--- src/rtl/atp_regs.svh ---
// Port offsets, field positions, reset values and timing counts of the host port.
`ifndef ATP_REGS_SVH
`define ATP_REGS_SVH

// ****************************************
// Port offsets as {line nine, lines two to zero}
// ****************************************
`define ATP_PORT_DATA      4'h0
`define ATP_PORT_PRECOMP   4'h1
`define ATP_PORT_COUNT     4'h2
`define ATP_PORT_NUMBER    4'h3
`define ATP_PORT_CYL_LOW   4'h4
`define ATP_PORT_CYL_HIGH  4'h5
`define ATP_PORT_DRV_HEAD  4'h6
`define ATP_PORT_STATUS    4'h7
`define ATP_PORT_ALT_CTL   4'hE
`define ATP_PORT_DIG_IN    4'hF

// ****************************************
// Field positions
// ****************************************
`define ATP_DH_ECC_BIT     7
`define ATP_DH_LEN_BIT     5
`define ATP_DH_DRIVE_BIT   4
`define ATP_FD_HEAD3_BIT   3
`define ATP_FD_RESET_BIT   2
`define ATP_FD_IRQ_DIS_BIT 1
`define ATP_ST_READY_BIT   6
`define ATP_ST_FAULT_BIT   5
`define ATP_ST_SEEK_BIT    4
`define ATP_ST_CORR_BIT    2
`define ATP_ST_ERROR_BIT   0
`define ATP_ST_MCU_MASK    8'h75

// ****************************************
// Reset values and special codes
// ****************************************
`define ATP_FD_POR_VALUE   8'h02
`define ATP_PRECOMP_NEVER  8'hFF
`define ATP_FULL_COUNT     9'h100
`define ATP_DIG_IN_OE      8'h7F

// ****************************************
// Timing
// ****************************************
`define ATP_CLK_PERIOD_NS  10
`define ATP_RESET_HOLD_NS  5000
`define ATP_RESET_HOLD_CYC ((`ATP_RESET_HOLD_NS + `ATP_CLK_PERIOD_NS - 1) / `ATP_CLK_PERIOD_NS)

`endif

--- src/rtl/atp_pkg.sv ---
// Types shared by the host port and its surroundings.
package atp_pkg;

    typedef struct packed {
        logic [7:0] precomp_cylinder;
        logic [7:0] sector_count;
        logic [7:0] sector_number;
        logic [7:0] cylinder_low;
        logic [7:0] cylinder_high;
        logic [7:0] drive_head_select;
    } atp_task_file_type;

    typedef struct packed {
        logic       cs_n;
        logic       rd_n;
        logic       wr_n;
        logic [3:0] port;
        logic [7:0] data;
    } atp_host_bus_type;

endpackage

--- src/rtl/atp_host_port.sv ---
// Host task file, status, control and digital input ports of the disk controller.
`timescale 1ns/1ns
`include "atp_regs.svh"

// Overview of operation
// - Reduce write current when cylinder is at least four times precomp, never at FF.
// - Sector count gives sectors per command; zero means 256.
// - After each sector, decrement sector count and increment sector number.
// - Cylinder is 11 bits: low register plus high register bits 2 to 0.
// - Cylinder high bits 7 to 3 are latched so all eight bits pass.
// - Drive/head bit 7 set selects ECC, cleared selects CRC.
// - Drive/head bit 5 selects 256 byte or 512 byte sectors.
// - Drive/head bit 4 picks the drive and which drive status is read.
// - Drive/head bits 3 to 0 hold the head number.
// - Status read clears pending host interrupt; status byte layout is fixed.
// - Busy sets on command write and during reset; microcontroller clears it.
// - Data request status bit follows the buffer manager.
// - Status bit 1 mirrors the index input pin.
// - Command write sets busy, wakes microcontroller, latches command, clears interrupt.
// - Control port E read returns the status byte.
// - All eight fixed disk control bits pass to the microcontroller.
// - Control bit 2 resets the device and holds reset out until cleared.
// - With reset out disabled, reset bit resets device only and wakes microcontroller.
// - Control bit 1 low enables interrupt line; disabling keeps the pending interrupt.
// - Master reset clears pending interrupt; power reset sets interrupt disable.
// - Digital input shows write gate, shared output, head and drive selects.
// - Digital input read leaves host data bit 7 undriven.
// - Task file writes ignored while busy; reads then return status.
// - Port 0 moves 16 bits with wide cycle indication in programmed mode.
module atp_host_port
(
    // Clock and resets
    input  wire logic                       clk,
    input  wire logic                       srst,
    input  wire logic                       por_rst,
    input  wire logic                       host_reset_pin,
    // Host bus pins
    input  wire logic                       hcs_n,
    input  wire logic                       hior_n,
    input  wire logic                       hiow_n,
    input  wire logic                       ha9,
    input  wire logic [2:0]                 ha,
    input  wire logic [7:0]                 hd_in,
    output logic      [7:0]                 hd_out,
    output logic      [7:0]                 hd_oe,
    output logic                            wide_cycle_indication,
    output logic                            host_interrupt_line,
    output logic                            host_interrupt_oe,
    // Drive pins
    input  wire logic                       index_pin,
    // Buffer manager and formatter state
    input  wire logic                       host_data_request,
    input  wire logic                       pio_mode,
    input  wire logic                       write_gate_out,
    // Local microcontroller side
    input  wire logic                       mcu_reset_enable,
    input  wire logic                       mcu_rwc_bit,
    input  wire logic [7:0]                 mcu_error_code,
    input  wire logic                       mcu_status_we,
    input  wire logic                       mcu_status_drive,
    input  wire logic [7:0]                 mcu_status_data,
    input  wire logic                       mcu_busy_clear,
    input  wire logic                       mcu_irq_set,
    input  wire logic                       mcu_wake_ack,
    input  wire logic                       mcu_sector_done,
    input  wire logic                       mcu_tf_we,
    input  wire logic [2:0]                 mcu_tf_addr,
    input  wire logic [7:0]                 mcu_tf_data,
    output atp_pkg::atp_task_file_type      task_file,
    output logic      [7:0]                 command_byte,
    output logic      [7:0]                 fixed_disk_control,
    output logic                            host_busy_flag,
    output logic                            local_cpu_wake,
    output logic                            reset_out,
    output logic                            device_reset,
    output logic                            reduce_write_current,
    output logic      [8:0]                 sectors_per_command,
    output logic      [10:0]                cylinder_number,
    output logic                            ecc_mode,
    output logic                            sector_length_select,
    output logic                            drive_number_bit,
    output logic      [3:0]                 head_number
);

    // ****************************************
    // Pin synchronisers
    // ****************************************
    // Every host pin is asynchronous; stage two feeds the read decode and strobe
    // levels, and stage three keeps the previous value for strobe edges and write address and data.
    atp_pkg::atp_host_bus_type bus_s1_reg;
    atp_pkg::atp_host_bus_type bus_s2_reg;
    atp_pkg::atp_host_bus_type bus_s3_reg;
    logic [1:0]                misc_s1_reg;
    logic [1:0]                misc_s2_reg;

    always_ff @(posedge clk)
    begin
        bus_s1_reg  <= '{cs_n: hcs_n, rd_n: hior_n, wr_n: hiow_n,
                         port: {ha9, ha}, data: hd_in};
        bus_s2_reg  <= bus_s1_reg;
        bus_s3_reg  <= bus_s2_reg;
        misc_s1_reg <= {host_reset_pin, index_pin};
        misc_s2_reg <= misc_s1_reg;
    end

    logic host_rst;
    logic index_level;
    logic rd_active;
    logic rd_end;
    logic wr_end;
    logic [3:0] wr_port;
    logic [7:0] wr_data;

    assign host_rst    = misc_s2_reg[1];
    assign index_level = misc_s2_reg[0];
    assign rd_active   = !bus_s2_reg.cs_n && !bus_s2_reg.rd_n;
    assign rd_end      = !bus_s3_reg.cs_n && !bus_s3_reg.rd_n && bus_s2_reg.rd_n;
    // A write is taken as the strobe rises, with the address and data of the cycle before.
    assign wr_end      = !bus_s3_reg.cs_n && !bus_s3_reg.wr_n && bus_s2_reg.wr_n;
    assign wr_port     = bus_s3_reg.port;
    assign wr_data     = bus_s3_reg.data;

    // ****************************************
    // Resets and fixed disk control
    // ****************************************
    logic [7:0] fdc_reg;
    logic       dev_rst;

    always_ff @(posedge clk)
    begin
        if (por_rst)
            fdc_reg <= `ATP_FD_POR_VALUE;
        else if (wr_end && wr_port == `ATP_PORT_ALT_CTL)
            fdc_reg <= wr_data;
    end

    assign dev_rst = srst || por_rst || host_rst || fdc_reg[`ATP_FD_RESET_BIT];

    always_ff @(posedge clk)
    begin
        device_reset       <= dev_rst;
        fixed_disk_control <= fdc_reg;
        reset_out          <= fdc_reg[`ATP_FD_RESET_BIT] && mcu_reset_enable;
    end

    logic host_cmd_wr;
    logic tf_wr_ok;

    assign host_cmd_wr = wr_end && wr_port == `ATP_PORT_STATUS && !host_busy_flag;
    assign tf_wr_ok    = wr_end && !host_busy_flag;

    // ****************************************
    // Busy, wake and command latch
    // ****************************************
    always_ff @(posedge clk)
    begin
        if (dev_rst || host_cmd_wr)
            host_busy_flag <= 1'b1;
        else if (mcu_busy_clear)
            host_busy_flag <= 1'b0;
    end

    logic rst_bit_rise;

    assign rst_bit_rise = wr_end && wr_port == `ATP_PORT_ALT_CTL
                          && wr_data[`ATP_FD_RESET_BIT] && !fdc_reg[`ATP_FD_RESET_BIT];

    always_ff @(posedge clk)
    begin
        if (srst || por_rst)
            local_cpu_wake <= 1'b0;
        else if (host_cmd_wr || (rst_bit_rise && !mcu_reset_enable))
            local_cpu_wake <= 1'b1;
        else if (mcu_wake_ack)
            local_cpu_wake <= 1'b0;
    end

    always_ff @(posedge clk)
    begin
        if (srst || por_rst)
            command_byte <= 8'h00;
        else if (host_cmd_wr)
            command_byte <= wr_data;
    end

    // ****************************************
    // Task file
    // ****************************************
    atp_pkg::atp_task_file_type tf_reg;

    always_ff @(posedge clk)
    begin
        if (srst || por_rst)
        begin
            tf_reg <= '0;
        end
        else
        begin
            if (mcu_tf_we)
            begin
                unique case (mcu_tf_addr)
                    3'h1: tf_reg.precomp_cylinder  <= mcu_tf_data;
                    3'h2: tf_reg.sector_count      <= mcu_tf_data;
                    3'h3: tf_reg.sector_number     <= mcu_tf_data;
                    3'h4: tf_reg.cylinder_low      <= mcu_tf_data;
                    3'h5: tf_reg.cylinder_high     <= mcu_tf_data;
                    3'h6: tf_reg.drive_head_select <= mcu_tf_data;
                    default: ;
                endcase
            end
            if (mcu_sector_done)
            begin
                tf_reg.sector_count  <= tf_reg.sector_count - 8'h01;
                tf_reg.sector_number <= tf_reg.sector_number + 8'h01;
            end
            if (tf_wr_ok)
            begin
                unique case (wr_port)
                    `ATP_PORT_PRECOMP:  tf_reg.precomp_cylinder  <= wr_data;
                    `ATP_PORT_COUNT:    tf_reg.sector_count      <= wr_data;
                    `ATP_PORT_NUMBER:   tf_reg.sector_number     <= wr_data;
                    `ATP_PORT_CYL_LOW:  tf_reg.cylinder_low      <= wr_data;
                    `ATP_PORT_CYL_HIGH: tf_reg.cylinder_high     <= wr_data;
                    `ATP_PORT_DRV_HEAD: tf_reg.drive_head_select <= wr_data;
                    default: ;
                endcase
            end
        end
    end

    always_ff @(posedge clk)
    begin
        task_file            <= tf_reg;
        cylinder_number      <= {tf_reg.cylinder_high[2:0], tf_reg.cylinder_low};
        ecc_mode             <= tf_reg.drive_head_select[`ATP_DH_ECC_BIT];
        sector_length_select <= tf_reg.drive_head_select[`ATP_DH_LEN_BIT];
        drive_number_bit     <= tf_reg.drive_head_select[`ATP_DH_DRIVE_BIT];
        head_number          <= tf_reg.drive_head_select[3:0];
        if (tf_reg.sector_count == 8'h00)
            sectors_per_command <= `ATP_FULL_COUNT;
        else
            sectors_per_command <= {1'b0, tf_reg.sector_count};
    end

    // Only the eleven cylinder bits take part; the latched upper bits are ignored.
    always_ff @(posedge clk)
    begin
        reduce_write_current <= (tf_reg.precomp_cylinder != `ATP_PRECOMP_NEVER)
            && ({tf_reg.cylinder_high[2:0], tf_reg.cylinder_low}
                >= {1'b0, tf_reg.precomp_cylinder, 2'b00});
    end

    // ****************************************
    // Drive status and status byte
    // ****************************************
    logic [7:0] drv_stat_reg [0:1];
    logic [7:0] sel_stat;
    logic [7:0] status_byte;

    always_ff @(posedge clk)
    begin
        if (srst || por_rst)
        begin
            drv_stat_reg[0] <= 8'h00;
            drv_stat_reg[1] <= 8'h00;
        end
        else if (mcu_status_we)
        begin
            drv_stat_reg[mcu_status_drive] <= mcu_status_data & `ATP_ST_MCU_MASK;
        end
    end

    assign sel_stat    = drv_stat_reg[tf_reg.drive_head_select[`ATP_DH_DRIVE_BIT]];
    assign status_byte = {host_busy_flag,
                          sel_stat[`ATP_ST_READY_BIT],
                          sel_stat[`ATP_ST_FAULT_BIT],
                          sel_stat[`ATP_ST_SEEK_BIT],
                          host_data_request,
                          sel_stat[`ATP_ST_CORR_BIT],
                          index_level,
                          sel_stat[`ATP_ST_ERROR_BIT]};

    // ****************************************
    // Host interrupt
    // ****************************************
    logic irq_pending_reg;
    logic stat_rd_done;

    assign stat_rd_done = rd_end && bus_s3_reg.port == `ATP_PORT_STATUS;

    // A new request from the microcontroller wins over a clear in the same cycle.
    always_ff @(posedge clk)
    begin
        if (srst || por_rst)
            irq_pending_reg <= 1'b0;
        else if (mcu_irq_set)
            irq_pending_reg <= 1'b1;
        else if (stat_rd_done || host_cmd_wr)
            irq_pending_reg <= 1'b0;
    end

    // Disabling only drops the output enable, so a pending request reappears on enable.
    always_ff @(posedge clk)
    begin
        host_interrupt_line <= irq_pending_reg;
        host_interrupt_oe   <= !fdc_reg[`ATP_FD_IRQ_DIS_BIT];
    end

    // ****************************************
    // Digital input and read data
    // ****************************************
    logic       shared_out;
    logic [7:0] dig_in;

    assign shared_out = fdc_reg[`ATP_FD_HEAD3_BIT] ? tf_reg.drive_head_select[3]
                                                   : mcu_rwc_bit;
    assign dig_in = {1'b0, write_gate_out, shared_out,
                     tf_reg.drive_head_select[2:0],
                     tf_reg.drive_head_select[`ATP_DH_DRIVE_BIT],
                     !tf_reg.drive_head_select[`ATP_DH_DRIVE_BIT]};

    logic [7:0] rd_mux;
    logic [7:0] oe_mux;

    always_comb
    begin
        rd_mux = 8'h00;
        oe_mux = 8'hFF;
        unique case (bus_s2_reg.port)
            `ATP_PORT_DATA:     oe_mux = 8'h00;
            `ATP_PORT_PRECOMP:  rd_mux = mcu_error_code;
            `ATP_PORT_COUNT:    rd_mux = tf_reg.sector_count;
            `ATP_PORT_NUMBER:   rd_mux = tf_reg.sector_number;
            `ATP_PORT_CYL_LOW:  rd_mux = tf_reg.cylinder_low;
            `ATP_PORT_CYL_HIGH: rd_mux = tf_reg.cylinder_high;
            `ATP_PORT_DRV_HEAD: rd_mux = tf_reg.drive_head_select;
            `ATP_PORT_STATUS:   rd_mux = status_byte;
            `ATP_PORT_ALT_CTL:  rd_mux = status_byte;
            `ATP_PORT_DIG_IN:
            begin
                rd_mux = dig_in;
                oe_mux = `ATP_DIG_IN_OE;
            end
            default:            oe_mux = 8'h00;
        endcase
        // While busy the task file copy answers with status instead.
        if (host_busy_flag && !bus_s2_reg.port[3] && bus_s2_reg.port != `ATP_PORT_DATA)
            rd_mux = status_byte;
    end

    always_ff @(posedge clk)
    begin
        if (srst || por_rst || !rd_active)
        begin
            hd_out <= 8'h00;
            hd_oe  <= 8'h00;
        end
        else
        begin
            hd_out <= rd_mux;
            hd_oe  <= oe_mux;
        end
    end

    always_ff @(posedge clk)
    begin
        if (srst || por_rst)
            wide_cycle_indication <= 1'b0;
        else
            wide_cycle_indication <= !bus_s2_reg.cs_n && pio_mode
                && bus_s2_reg.port == `ATP_PORT_DATA;
    end

endmodule

--- config.mk ---
export PLATFORM = sky130hd
export DESIGN_NAME = atp_host_port
export DESIGN_NICKNAME = d
export VERILOG_FILES = /design/src/rtl/atp_pkg.sv /design/src/rtl/atp_host_port.sv
export VERILOG_INCLUDE_DIRS = /design/src /design/src/rtl
export SDC_FILE = /design/constraint.sdc
export NUM_CORES = 1
export LEC_CHECK = 0
export ABC_AREA = 1
export BUFFER_PORTS_ARGS = -buffer_cell sky130_fd_sc_hd__buf_4
export CORE_UTILIZATION = 35
export DETAILED_ROUTE_END_ITERATION = 6
export PLACE_DENSITY = 0.61
export SYNTH_ARGS = -nofsm -noshare
export SYNTH_HDL_FRONTEND = slang
export SYNTH_SLANG_ARGS = --single-unit
--- constraint.sdc ---
create_clock -name clk -period 1.7 [get_ports clk]
set_input_delay 0.34 -clock clk [delete_from_list [all_inputs] [get_ports clk]]
set_output_delay 0.34 -clock clk [all_outputs]
set_load 0.005 [all_outputs]
==> results.md, run 1 <==
Drt:
- The vias after detailed routing is 6985.
- The first routing iteration left 394 violations.
- Dividing the detail-routed wire length by the instance count gives 15.4 µm.
- The number of remaining DRC errors is 0.
- The highest routing layer actually used is met4.
- Wire segments on met2 add up to 10700 µm in the final route.
- In this run the remaining antenna-violating nets after routing total 0.
- The first-pass detailed-route iteration total is 5.
- The detailed-routing wirelength on met1 is 10400 µm.
- The via-per-instance ratio is 4.67.
- The met3 routed wirelength is 1410 µm.
- The routed wire length is 23000 µm.

Setup path:
- For this run, the slowest stage of the critical path takes 530 ps.
- The kind of critical path is primary input to flip-flop.
- The critical path data required time is 1900 ps.
- Data arrives at the worst endpoint at 1710 ps.
- The kind of cell adding the most delay to the critical path is simple AND/OR/NAND/NOR gates.
- STA classifies the critical path endpoint as a flip-flop.
- Traced cell by cell, the critical path runs through dlygate4sd3_1 > buf_4 > nor2_4 > nand3b_1 > nand2_1.
- The startpoint kind of the worst setup timing path is a primary input.
- Along the worst path, the maximum fanout reaches 7.
- The number of buffers and inverters on the critical path is 2.
- The critical path's slowest cell is sky130_fd_sc_hd__dlygate4sd3_1.

Synth:
- The synthesized netlist occupies a cell area of 7980 µm².
- The synthesized netlist contains 27 unique library cells.
- The average instance in the mapped netlist occupies 7.85 µm².
- The number of enable flip-flop cells after synthesis is 10.
- The part of the Yosys area used for sequential elements is 53.2%.
- Synthesis inferred 207 register bits.
- The count of mapped cells out of synthesis is 1017.
- The net count after synthesis is 1087.
- The share of async-settable or async-resettable flops after synthesis is 0%.
- Yosys printed 0 warnings.
- The most common flop cell mapped by yosys is sky130_fd_sc_hd__dfxtp_1.

Floorplan:
- In this run the count of I/O pins placed on the die edge is 174.
- The initial core utilization is 36.1%.
- The die is 153 µm tall.
- The number of cell rows is 54.
- The area of the placeable core is 22100 µm².
- The area enclosed by the die boundary is 23400 µm².
- The width of the die is 153 µm.

Cells and area:
- The layout has 2176 filler cells.
- The register with the most flip-flops in the layout has 44 of them.
- The total area of multi-input combinational cells is 2990 µm².
- The count of non-filler cells in the finished layout is 1495.
- The register area is 4240 µm².
- The number of nets in the finished design is 1268.
- Cells with a size suffix above 1 make up 21.8% of the layout.
- The repair_antennas step left the layout with diodes totalling 0.
- The area growth from synthesis to layout is 31.2%.

Pwr:
- In this run, the combinational gates consume 6.2% of the power.
- Of the total power, the share spent switching nets is 22.9%.
- The fraction of power consumed by sequential logic is 46.8%.
- Across the VDD grid, the largest voltage drop is 0.863 mV.
- In this run the static leakage power is 0.00506 µW.
- In this run, the clock network consumes 46.9% of the power.
- The power dissipated by switching net loads is 2520 µW.
- The total power density per cell area is 1050 nW/µm².
- Cell internal power was estimated by the tool at 8480 µW.

Clock network:
- The root buffer selected by CTS is sky130_fd_sc_hd__clkbuf_16.
- CTS built an H-tree with a depth of 1.
- Clock latency on the worst-skew pair, taken at its later pin, is 510 ps.
- The number of clock buffers added by TritonCTS is 24.
- The post-CTS setup buffer count is 0.
- Clock tree synthesis found a total of 207 sinks.
- Counting along the longest clock path gives a buffer depth of 3.
- The clock-pin transition on the worst setup and hold timing paths is 60 ps.
- TritonCTS built the clock tree.

Timing:
- Of the available clock period, the critical path in the final layout requires 89.1%.
- Summed over all failing endpoints, the final setup total negative slack is 0 ps.
- Setup violations remaining at the end of the flow were counted as 0.
- The clock tree skew after final layout is 10.7 ps.
- The tightest slew margin relative to the limit is 61.4%.
- Setup repair after global routing left no endpoint under its margin.
- The final number of max-transition violations is 0.
- Hold is met by 21.1 ps.
- For the pin with the worst max-slew slack, the measured transition is 579 ps.
- The final hold violation count came to 0.
- The maximum frequency from static timing analysis is 660 MHz.
- The final critical path time including I/O delays and setup is 1510 ps.

Global routing:
- The number of antenna violations at the first check in global routing is 0.
- The wire length of the first global-routing pass is 35600 µm.
- The total overflow left after global routing is 0.
- The largest net degree at the start of global routing is 49.
- The number of global-route vias before repair is 6493.
- The total track usage is 19.5%.

Placement:
- The wire-length estimate of the detail-placed layout is 16500 µm.
- The number of buffer cells added on primary ports is 170.
- Counting tap cells, the placed design contains a total of 1433 instances.
- The routability congestion estimate is 0.881.

Outcome:
- The flow ran to the end, and the final reports show no timing, DRC or antenna violations.

Hold path:
- The path class of the tightest hold or removal check is primary input to flip-flop.

Run:
- The number of max-cap violations is 0.
timing repair:
item | 4_1_cts | 5_1_grt
resized for setup | 0 | 1
hold buffers | 19 | 0
endpoints found under the setup margin | 0 | 10
hold endpoints to repair | 19 | 0
power groups by stage:
stage          Sequential, µW  Combinational, µW  Clock (µW)
2_1_floorplan            5210                358           0
3_3_place_gp             5260                643           0
3_5_place_dp             5260                649           0
4_1_cts                  5150                687        5270
5_1_grt                  5170                762        5510
6_report                 5150                687        5170
layout by cell type (no fill, tap or decap):
cell type | Yosys | layout
sky130_fd_sc_hd__or2_2 | 2 | 2
sky130_fd_sc_hd__nor2_2 | 5 | 4
sky130_fd_sc_hd__nand4_1 | 13 | 13
sky130_fd_sc_hd__nand3_1 | 89 | 89
sky130_fd_sc_hd__nor3_1 | 10 | 10
sky130_fd_sc_hd__nand3b_1 | 2 | 2
sky130_fd_sc_hd__inv_1 | 103 | 103
sky130_fd_sc_hd__nand2_2 | 5 | 5
sky130_fd_sc_hd__a21oi_1 | 29 | 29
sky130_fd_sc_hd__o21ai_2 | 1 | 1
sky130_fd_sc_hd__bufinv_16 | 0 | 1
sky130_fd_sc_hd__nor2_1 | 160 | 160
sky130_fd_sc_hd__clkinvlp_4 | 0 | 3
sky130_fd_sc_hd__clkbuf_16 | 0 | 25
sky130_fd_sc_hd__inv_2 | 4 | 4
sky130_fd_sc_hd__clkbuf_1 | 15 | 2
sky130_fd_sc_hd__buf_12 | 0 | 2
sky130_fd_sc_hd__nor4_1 | 1 | 1
sky130_fd_sc_hd__dfxtp_1 | 197 | 197
sky130_fd_sc_hd__o21ai_0 | 98 | 98
sky130_fd_sc_hd__inv_6 | 0 | 1
sky130_fd_sc_hd__nor3_4 | 2 | 2
sky130_fd_sc_hd__dlygate4sd3_1 | 0 | 19
sky130_fd_sc_hd__buf_4 | 27 | 192
sky130_fd_sc_hd__edfxtp_1 | 10 | 10
sky130_fd_sc_hd__nand3_2 | 2 | 2
sky130_fd_sc_hd__clkinv_2 | 0 | 4
sky130_fd_sc_hd__clkbuf_8 | 0 | 7
sky130_fd_sc_hd__nand2_1 | 205 | 205
sky130_fd_sc_hd__ha_1 | 11 | 11
sky130_fd_sc_hd__o211ai_1 | 1 | 1
sky130_fd_sc_hd__nor2_4 | 5 | 6
sky130_fd_sc_hd__nor3_2 | 4 | 4
cell families after synthesis:
family          share of synthesized area, %
compound gates                          8.17
fa+ha+maj                               1.72
buf+inv                                 9.44
flops                                   53.2
simple gates                            27.5
worst min-delay path: stages:
cell                      delay (ps)
sky130_fd_sc_hd__buf_4            80
sky130_fd_sc_hd__nand2_1          40
sky130_fd_sc_hd__inv_1            40
cells in the mapped netlist, types with 4 or more instances:
library cell,count,area [µm²]
sky130_fd_sc_hd__dfxtp_1,197,3940
sky130_fd_sc_hd__buf_2,14,70.1
sky130_fd_sc_hd__nand2_2,5,31.3
sky130_fd_sc_hd__nand2_1,205,769
sky130_fd_sc_hd__inv_1,103,387
sky130_fd_sc_hd__nor3_1,10,50.1
sky130_fd_sc_hd__ha_1,11,138
sky130_fd_sc_hd__nand3_1,89,445
sky130_fd_sc_hd__nor2_1,160,601
sky130_fd_sc_hd__buf_4,27,203
sky130_fd_sc_hd__nor3_2,4,40.0
sky130_fd_sc_hd__inv_2,4,15.0
sky130_fd_sc_hd__nor2_2,5,31.3
sky130_fd_sc_hd__clkbuf_1,15,56.3
sky130_fd_sc_hd__a21oi_1,29,145
sky130_fd_sc_hd__edfxtp_1,10,300
sky130_fd_sc_hd__nand4_1,13,81.3
sky130_fd_sc_hd__nor2_4,5,56.3
sky130_fd_sc_hd__o21ai_0,98,490
metal layers:
| metal | GRT usage (%) | vias up |
|---|---|---|
| met2 | 33.0 | 222 |
| met1 | 25.4 | 3144 |
| met4 | 5.87 | 0 |
| met3 | 3.40 | 38 |
| met5 | 0 | - |
| li1 | - | 3581 |
final timing paths:
path	slack, ps	from	to	cells after the start
setup / recovery	190	por_rst	drv_stat_reg[0][2]$_SDFFCE_PN0P_	5
hold / removal	20	mcu_reset_enable	reset_out$_DFF_P_	3
setup reg to reg	200	bus_s3_reg[14]$_DFF_P_	tf_reg[23]$_SDFF_PP0_	6
hold reg to reg	320	bus_s1_reg[4]$_DFF_P_	bus_s2_reg[4]$_DFF_P_	0
cell type report:
class                           count  area share [%]
Sequential cell                   207            40.6
Multi-Input combinational cell    645            28.5
Timing Repair Buffer              213            16.0
Clock buffer                       34            6.97
Inverter                          107            3.84
Tap cell                          280            3.35
Clock inverter                      9           0.777
stage by stage:
step,total power (µW),instance area (µm²),utilization [%],worst slack (ps)
2_1_floorplan,5570,7980,-,386
3_3_place_gp,5900,9460,42.8,70.0
3_5_place_dp,5910,9460,42.8,44.5
4_1_cts,11100,10500,47.3,22.2
5_1_grt,11400,10500,47.4,45.9
6_report,11000,10500,47.4,185
No activity file was read; power rests on OpenSTA's default activity.
==> inputs of run 2 (changes only) <==
==> constraint.sdc (replaced) <==
create_clock -name clk -period 1.7 [get_ports clk]
set_input_delay 0.17 -clock clk [delete_from_list [all_inputs] [get_ports clk]]
set_output_delay 0.17 -clock clk [all_outputs]
set_load 0.005 [all_outputs]
==> results.md, run 2 (synthesis gave the netlist of run 1 again) <==
Pwr:
- The static leakage power is 0.00510 µW (+0.83%).
- The switching power share of the total is 22.5% (-0.42 points).
- The combinational cell fraction of total power came to 6.4% (+0.2 points).
- The maximum vdd ir drop came to 0.625 mV (-28%).
- The fraction of power consumed by sequential logic is 46.8% (about the same).
- The total internal power is 8530 µW (+0.61%).
- The power dissipated by switching net loads was 2480 µW (-1.8%).
- The clock network fraction of total power is 46.8% (about the same).
- The power consumption is 11000 µW (about the same).
- The total power density per cell area was 1040 nW/µm² (-0.70%).

Drt:
- The first-pass detailed-route iteration total was 4 (-1).
- The number of nets with antenna violations after routing is 0 (unchanged).
- The post-detailed-route wirelength per cell is 15.4 µm (-0.22%).
- The routed wire length is 23100 µm (+0.32%).
- The number of DRC markers after the initial detailed-route iteration is 446 (+13%).
- The vias after detailed routing is 7059 (+1.1%).
- The number of remaining DRC errors is 0 (unchanged).
- The via-per-instance ratio is 4.70 (+0.52%).

Cells and area:
- Relative to the synthesized area, the layout overhead comes to 32.2%.
- The antenna diode count is 0 (unchanged).
- The fraction of layout instances using a drive strength above 1 is 21.5% (-0.31 points).
- The utilization after layout came to 47.7% (+0.36 points).
- The fill cell instance count of the final layout was 2171 (-0.23%).
- The number of nets in the finished design is 1276 (+0.63%).
- The flip-flop count of the largest register after layout is 44 (unchanged).
- Leaving out fill and tap cells, the most frequent cell in the layout is sky130_fd_sc_hd__nand2_1.
- The register area came to 4240 µm² (unchanged).
- In the layout the commonest cells are 204 x sky130_fd_sc_hd__nand2_1, 197 x sky130_fd_sc_hd__dfxtp_1, 191 x sky130_fd_sc_hd__buf_4.
- The count of non-filler cells in the finished layout is 1503 (+0.54%).
- The total area of multi-input combinational cells is 2990 µm² (+0.13%).

Setup path:
- The biggest fanout along the worst timing path is 16 (+9).
- The signal arrival time at the worst endpoint is 1890 ps (+180 ps).
- The startpoint kind of the worst setup timing path is a flip-flop.
- STA classifies the critical path endpoint as a flip-flop.
- The critical path data required time came to 2090 ps (+190 ps).
- The critical path is of the flip-flop to flip-flop type.

Floorplan:
- The number of cell rows is 54 (unchanged).
- The boundary pin count came to 174 (unchanged).
- The die extent in y is 153 µm (unchanged).
- The area enclosed by the die boundary is 23400 µm² (unchanged).
- The area of the placeable core is 22100 µm² (unchanged).
- The initial core utilization was 36.1% (unchanged).
- The width of the die is 153 µm (unchanged).

Global routing:
- The remaining global-route overflow is 0 (unchanged).
- The total track usage is 19.8% (+0.25 points).
- The largest net degree at the start of global routing is 47 (-4.1%).
- The number of antenna violations at the first check in global routing is 0 (unchanged).
- The wire length of the first global-routing pass is 36000 µm (+0.99%).
- The number of global-route vias before repair was 6596 (+1.6%).

Timing:
- The summed negative setup slack over all endpoints is 0 ps (unchanged).
- The final critical path time including I/O delays and setup is 1490 ps (-19.6 ps).
- Setup repair after global routing left no endpoint under its margin.
- The clock tree skew after final layout is 13.4 ps (+2.71 ps).
- The slew at the pin closest to its max-slew limit came to 636 ps (+57.7 ps).
- The final setup violation count is 0 (unchanged).
- The final number of max-transition violations was 0 (unchanged).
- The final cycle utilization of the critical path came to 87.9% (-1.2 points).
- The tightest slew margin relative to the limit was 57.5% (-3.9 points).
- The final hold violation count is 0 (unchanged).
- The maximum frequency from static timing analysis is 669 MHz (+1.3%).

Clock network:
- The cell sitting at the root of the clock tree is a sky130_fd_sc_hd__clkbuf_16.
- The total clock buffers created by CTS is 24 (unchanged).
- The clock network latency to the later pin of the worst-skew pair came to 520 ps (about the same).
- TritonCTS built the clock tree.
- The number of H-tree branching levels is 1 (unchanged).
- The post-CTS setup buffer count was 0 (unchanged).
- The maximum buffer depth of the clock tree is 3 (unchanged).
- The clock-pin transition on the worst setup and hold timing paths is 60 ps (about the same).
- The number of sinks driven by the clock tree was 207 (unchanged).

Hold path:
- The type of the tightest min-delay check is primary input to flip-flop.

Run:
- The number of max-cap violations came to 0 (unchanged).

Placement:
- The placed wire-length estimate after detailed placement is 16400 µm (-0.24%).
- The routability congestion estimate was 0.895 (+1.6%).
- The number of buffer cells added on primary ports is 170 (unchanged).
- The number of placed instances, taps included was 1432 (-0.070%).

Outcome:
- The flow ran to the end, and the final reports show no timing, DRC or antenna violations.
[run 2: per-layer routing]
layer	vias up	GRT usage [%]	routed length (µm)
met5	-	0	0
met4	0	7.55	725
met3	49	3.63	1480
met2	239	32.7	10700
met1	3171	25.6	10200
li1	3600	-	-
[run 2: final cells by class]
| type | count | share of cell area (%) |
|---|---|---|
| sequential | 207 | 40.2 |
| clock inverter | 9 | 0.937 |
| tap | 280 | 3.32 |
| multi-input combinational | 645 | 28.4 |
| inverter | 107 | 3.83 |
| clock buffer | 34 | 6.67 |
| timing repair buffer | 221 | 16.6 |
[run 2: power by group through the flow]
stage	Combinational [µW]	Clock (µW)	Sequential (µW)
2_1_floorplan	358	0	5210
3_3_place_gp	642	0	5260
3_5_place_dp	649	0	5260
4_1_cts	703	5270	5150
5_1_grt	782	5490	5170
6_report	705	5150	5150
[run 2: through the flow]
| stage | area, µm² | hold slack (ps) | worst slack (ps) |
|---|---|---|---|
| final | 10500 | 5.30 | 205 |
| after global routing | 10500 | 27.3 | 30.8 |
| after CTS | 10500 | 2.01 | 133 |
| after detailed placement | 9450 | 275 | 164 |
| after global placement | 9450 | 274 | 200 |
| after floorplan | 7980 | 198 | 406 |
[run 2: final timing paths]
| check | from | to | slack [ps] | cells past startpoint |
|---|---|---|---|---|
| worst min register to register | misc_s1_reg[0]$_DFF_P_ | misc_s2_reg[0]$_DFF_P_ | 320 | 0 |
| worst min-delay path | mcu_tf_data[3] | tf_reg[35]$_SDFF_PP0_ | 5 | 3 |
| worst max-delay path | bus_s3_reg[14]$_DFF_P_ | tf_reg[34]$_SDFF_PP0_ | 210 | 6 |
| worst max register to register | bus_s3_reg[14]$_DFF_P_ | tf_reg[34]$_SDFF_PP0_ | 210 | 6 |
[run 2: repair_timing]
| item | CTS | global route |
|---|---|---|
| resized for setup | 0 | 3 |
| hold endpoints to repair | 34 | 0 |
| hold buffers | 28 | 0 |
| setup endpoints to repair | 0 | 4 |
[run 2: worst max-delay path, cell delays in order (launching register included)]
cell and delay [ps]:
sky130_fd_sc_hd__dfxtp_1 310, sky130_fd_sc_hd__inv_1 60, sky130_fd_sc_hd__nand3_1 140, sky130_fd_sc_hd__nor2_4 200
sky130_fd_sc_hd__nand3_2 310, sky130_fd_sc_hd__o21ai_0 290, sky130_fd_sc_hd__a21oi_1 60
==> inputs of run 3 (changes only) <==
Settings changed: CELL_PAD_IN_SITES_DETAIL_PLACEMENT from default to 1, CELL_PAD_IN_SITES_GLOBAL_PLACEMENT from default to 1, PLACE_DENSITY 0.61 to 0.78.
==> results.md, run 3 (synthesis gave the netlist of run 1 again) <==
Outcome:
- The run finished with clean final reports.

Drt:
- The via-per-instance ratio is 4.87 (+3.8%).
- The routed wire length is 26000 µm (+13%).
- The number of remaining DRC errors is 0 (unchanged).
- The vias after detailed routing came to 7316 (+3.6%).
- The first-pass detailed-route iteration total is 4 (unchanged).
- The post-detailed-route wirelength per cell was 17.3 µm (+13%).
- The number of DRC markers after the initial detailed-route iteration came to 398 (-11%).
- The number of nets with antenna violations after routing is 0 (unchanged).

Global routing:
- The wire length of the first global-routing pass is 40400 µm (+12%).
- The largest net degree at the start of global routing is 51 (+8.5%).
- The total track usage is 22.2% (+2.5 points).
- The number of global-route vias before repair is 7472 (+13%).
- The remaining global-route overflow is 0 (unchanged).
- The number of antenna violations at the first check in global routing is 0 (unchanged).

Timing:
- The summed negative setup slack over all endpoints is 0 ps (unchanged).
- The clock tree skew after final layout is 37.9 ps (+24.5 ps).
- The final setup violation count is 0 (unchanged).
- The slew at the pin closest to its max-slew limit is 598 ps (-38.7 ps).
- The final critical path time including I/O delays and setup is 1520 ps (+27.1 ps).
- The maximum frequency from static timing analysis was 657 MHz (-1.8%).
- The minimum setup slack in the final design is 178 ps (-27.1 ps).
- The final hold violation count is 0 (unchanged).
- The worst hold slack after final layout was 17.2 ps (+11.8 ps).
- The final cycle utilization of the critical path is 89.5% (+1.6 points).
- The final number of max-transition violations is 0 (unchanged).
- The tightest slew margin relative to the limit is 60.1% (+2.6 points).
- Setup repair after global routing left no endpoint under its margin.

Floorplan:
- The area of the placeable core is 22100 µm² (unchanged).
- The width of the die is 153 µm (unchanged).
- The area enclosed by the die boundary was 23400 µm² (unchanged).
- The boundary pin count is 174 (unchanged).
- The initial core utilization came to 36.1% (unchanged).
- The number of cell rows is 54 (unchanged).
- The die extent in y came to 153 µm (unchanged).

Pwr:
- The total power density per cell area is 1050 nW/µm² (+0.43%).
- The static leakage power is 0.00508 µW (-0.39%).
- The maximum vdd ir drop is 0.868 mV (+39%).

Hold path:
- The worst hold path terminates at drv_stat_reg[1][4]$_SDFFCE_PN0P_.
- The instance count along the most critical hold path is 3 (unchanged).
- The hold path startpoint is mcu_status_data[6].
- The worst hold path belongs to the class primary input to flip-flop.

Cells and area:
- The top cell types in the final layout, fill and taps aside, are 204 x sky130_fd_sc_hd__nand2_1, 197 x sky130_fd_sc_hd__dfxtp_1, 192 x sky130_fd_sc_hd__buf_4.
- The fraction of layout instances using a drive strength above 1 is 21.6% (+0.12 points).
- The flip-flop count of the largest register after layout is 44 (unchanged).
- The number of nets in the finished design is 1274 (-0.16%).
- The area growth from synthesis to layout is 31.7%.
- Leaving out fill and tap cells, the most frequent cell in the layout is sky130_fd_sc_hd__nand2_1.
- The antenna diode count is 0 (unchanged).

Setup path:
- The critical path data required time was 2140 ps (+50 ps).
- The length in cells of the worst reg-to-reg path came to 7 (+1).
- The signal arrival time at the worst endpoint is 1960 ps (+70 ps).
- The endpoint type of the worst setup path is a flip-flop.
- The worst setup path is of the flip-flop to flip-flop kind.
- The beginning of the worst register-to-register path is bus_s2_reg[9]$_DFF_P_.
- The startpoint kind of the worst setup timing path is a flip-flop.
- The end of the worst register-to-register path is hd_out[2]$_SDFF_PP0_.
- The biggest fanout along the worst timing path is 7 (-9).
- The worst-case register-to-register setup slack came to 180 ps (-30 ps).

Clock network:
- The clock network latency to the later pin of the worst-skew pair came to 530 ps (about the same).
- In this run the clock root is driven by a sky130_fd_sc_hd__clkbuf_16.
- The CTS tree is done.
- The clock-pin transition on the worst setup and hold timing paths is 60 ps (about the same).
- The total clock buffers created by CTS came to 23 (-4.2%).
- The maximum buffer depth of the clock tree is 3 (unchanged).
- The number of sinks driven by the clock tree came to 207 (unchanged).
- The post-CTS setup buffer count is 0 (unchanged).
- The number of H-tree branching levels is 1 (unchanged).

Placement:
- The routability congestion estimate is 0.874 (-2.3%).
- The number of buffer cells added on primary ports was 170 (unchanged).
- The placed wire-length estimate after detailed placement is 18500 µm (+13%).
- The minimum setup slack after placement is 101 ps (-63.7 ps).

Run:
- The number of max-cap violations is 0 (unchanged).
-- run 3: changes by cell type in the layout (fill, tap and decap cells not counted), moves of 2 or more --
cell,previous run,this run
sky130_fd_sc_hd__clkbuf_1,4,2
sky130_fd_sc_hd__clkinv_2,6,4
sky130_fd_sc_hd__clkinvlp_4,0,2
sky130_fd_sc_hd__inv_6,0,3
-- run 3: worst max-delay path, stage by stage, from the launching register on --
cell,delay [ps]
sky130_fd_sc_hd__dfxtp_1,390
sky130_fd_sc_hd__nor2_1,410
sky130_fd_sc_hd__nand2_1,110
sky130_fd_sc_hd__nand2_1,140
sky130_fd_sc_hd__nor2_1,90
sky130_fd_sc_hd__nor2_4,180
sky130_fd_sc_hd__nand2_1,90
sky130_fd_sc_hd__nand2_1,70
-- run 3: final cells by class --
class                           instances  area [µm²]
Clock buffer                           30         663
Clock inverter                         12         130
Fill cell                            2666       11600
Inverter                              107         402
Multi-Input combinational cell        645        2990
Sequential cell                       207        4240
Tap cell                              280         350
Timing Repair Buffer                  220        1730
-- run 3: through the flow --
stage               cell area [µm²]  utilization (%)  total power [µW]  std cells
CTS                           10500             47.5             11100       1501
global route                  10500             47.6             11400       1501
global placement               9440             42.7              5900       1432
detailed placement             9440             42.7              5930       1432
finish                        10500             47.6             11000       1501
floorplan                      7980                -              5570       1017
-- run 3: how the worst max path moves through the flow --
stage	end	cells past startpoint	slack, ps	from
finish	hd_out[2]$_SDFF_PP0_	7	180	bus_s2_reg[9]$_DFF_P_
global route	tf_reg[35]$_SDFF_PP0_	5	10	bus_s2_reg[12]$_DFF_P_
CTS	hd_out[2]$_SDFF_PP0_	6	100	bus_s2_reg[9]$_DFF_P_
detailed placement	hd_out[6]$_SDFF_PP0_	6	100	por_rst
global placement	hd_out[2]$_SDFF_PP0_	6	160	por_rst
floorplan	tf_reg[10]$_SDFF_PP0_	6	410	host_busy_flag$_SDFFE_PP1P_
-- run 3: timing repair --
action	4_1_cts	5_1_grt
hold buffers	27	0
hold endpoints to repair	32	0
gates resized for setup	0	2
endpoints found under the setup margin	0	12
-- run 3: metal layers --
metal	up-vias	GRT usage (%)	wire length (µm)
li1	3585	-	-
met1	3490	27.1	11200
met2	198	39.8	12700
met3	43	4.08	1450
met4	0	6.54	659
met5	-	0	0
-- run 3: report_power, final --
group | total, µW | internal (µW) | switching, µW
Clock | 5140 | 3080 | 2070
Combinational | 724 | 318 | 406
Sequential | 5150 | 5030 | 121
Total | 11000 | 8430 | 2590
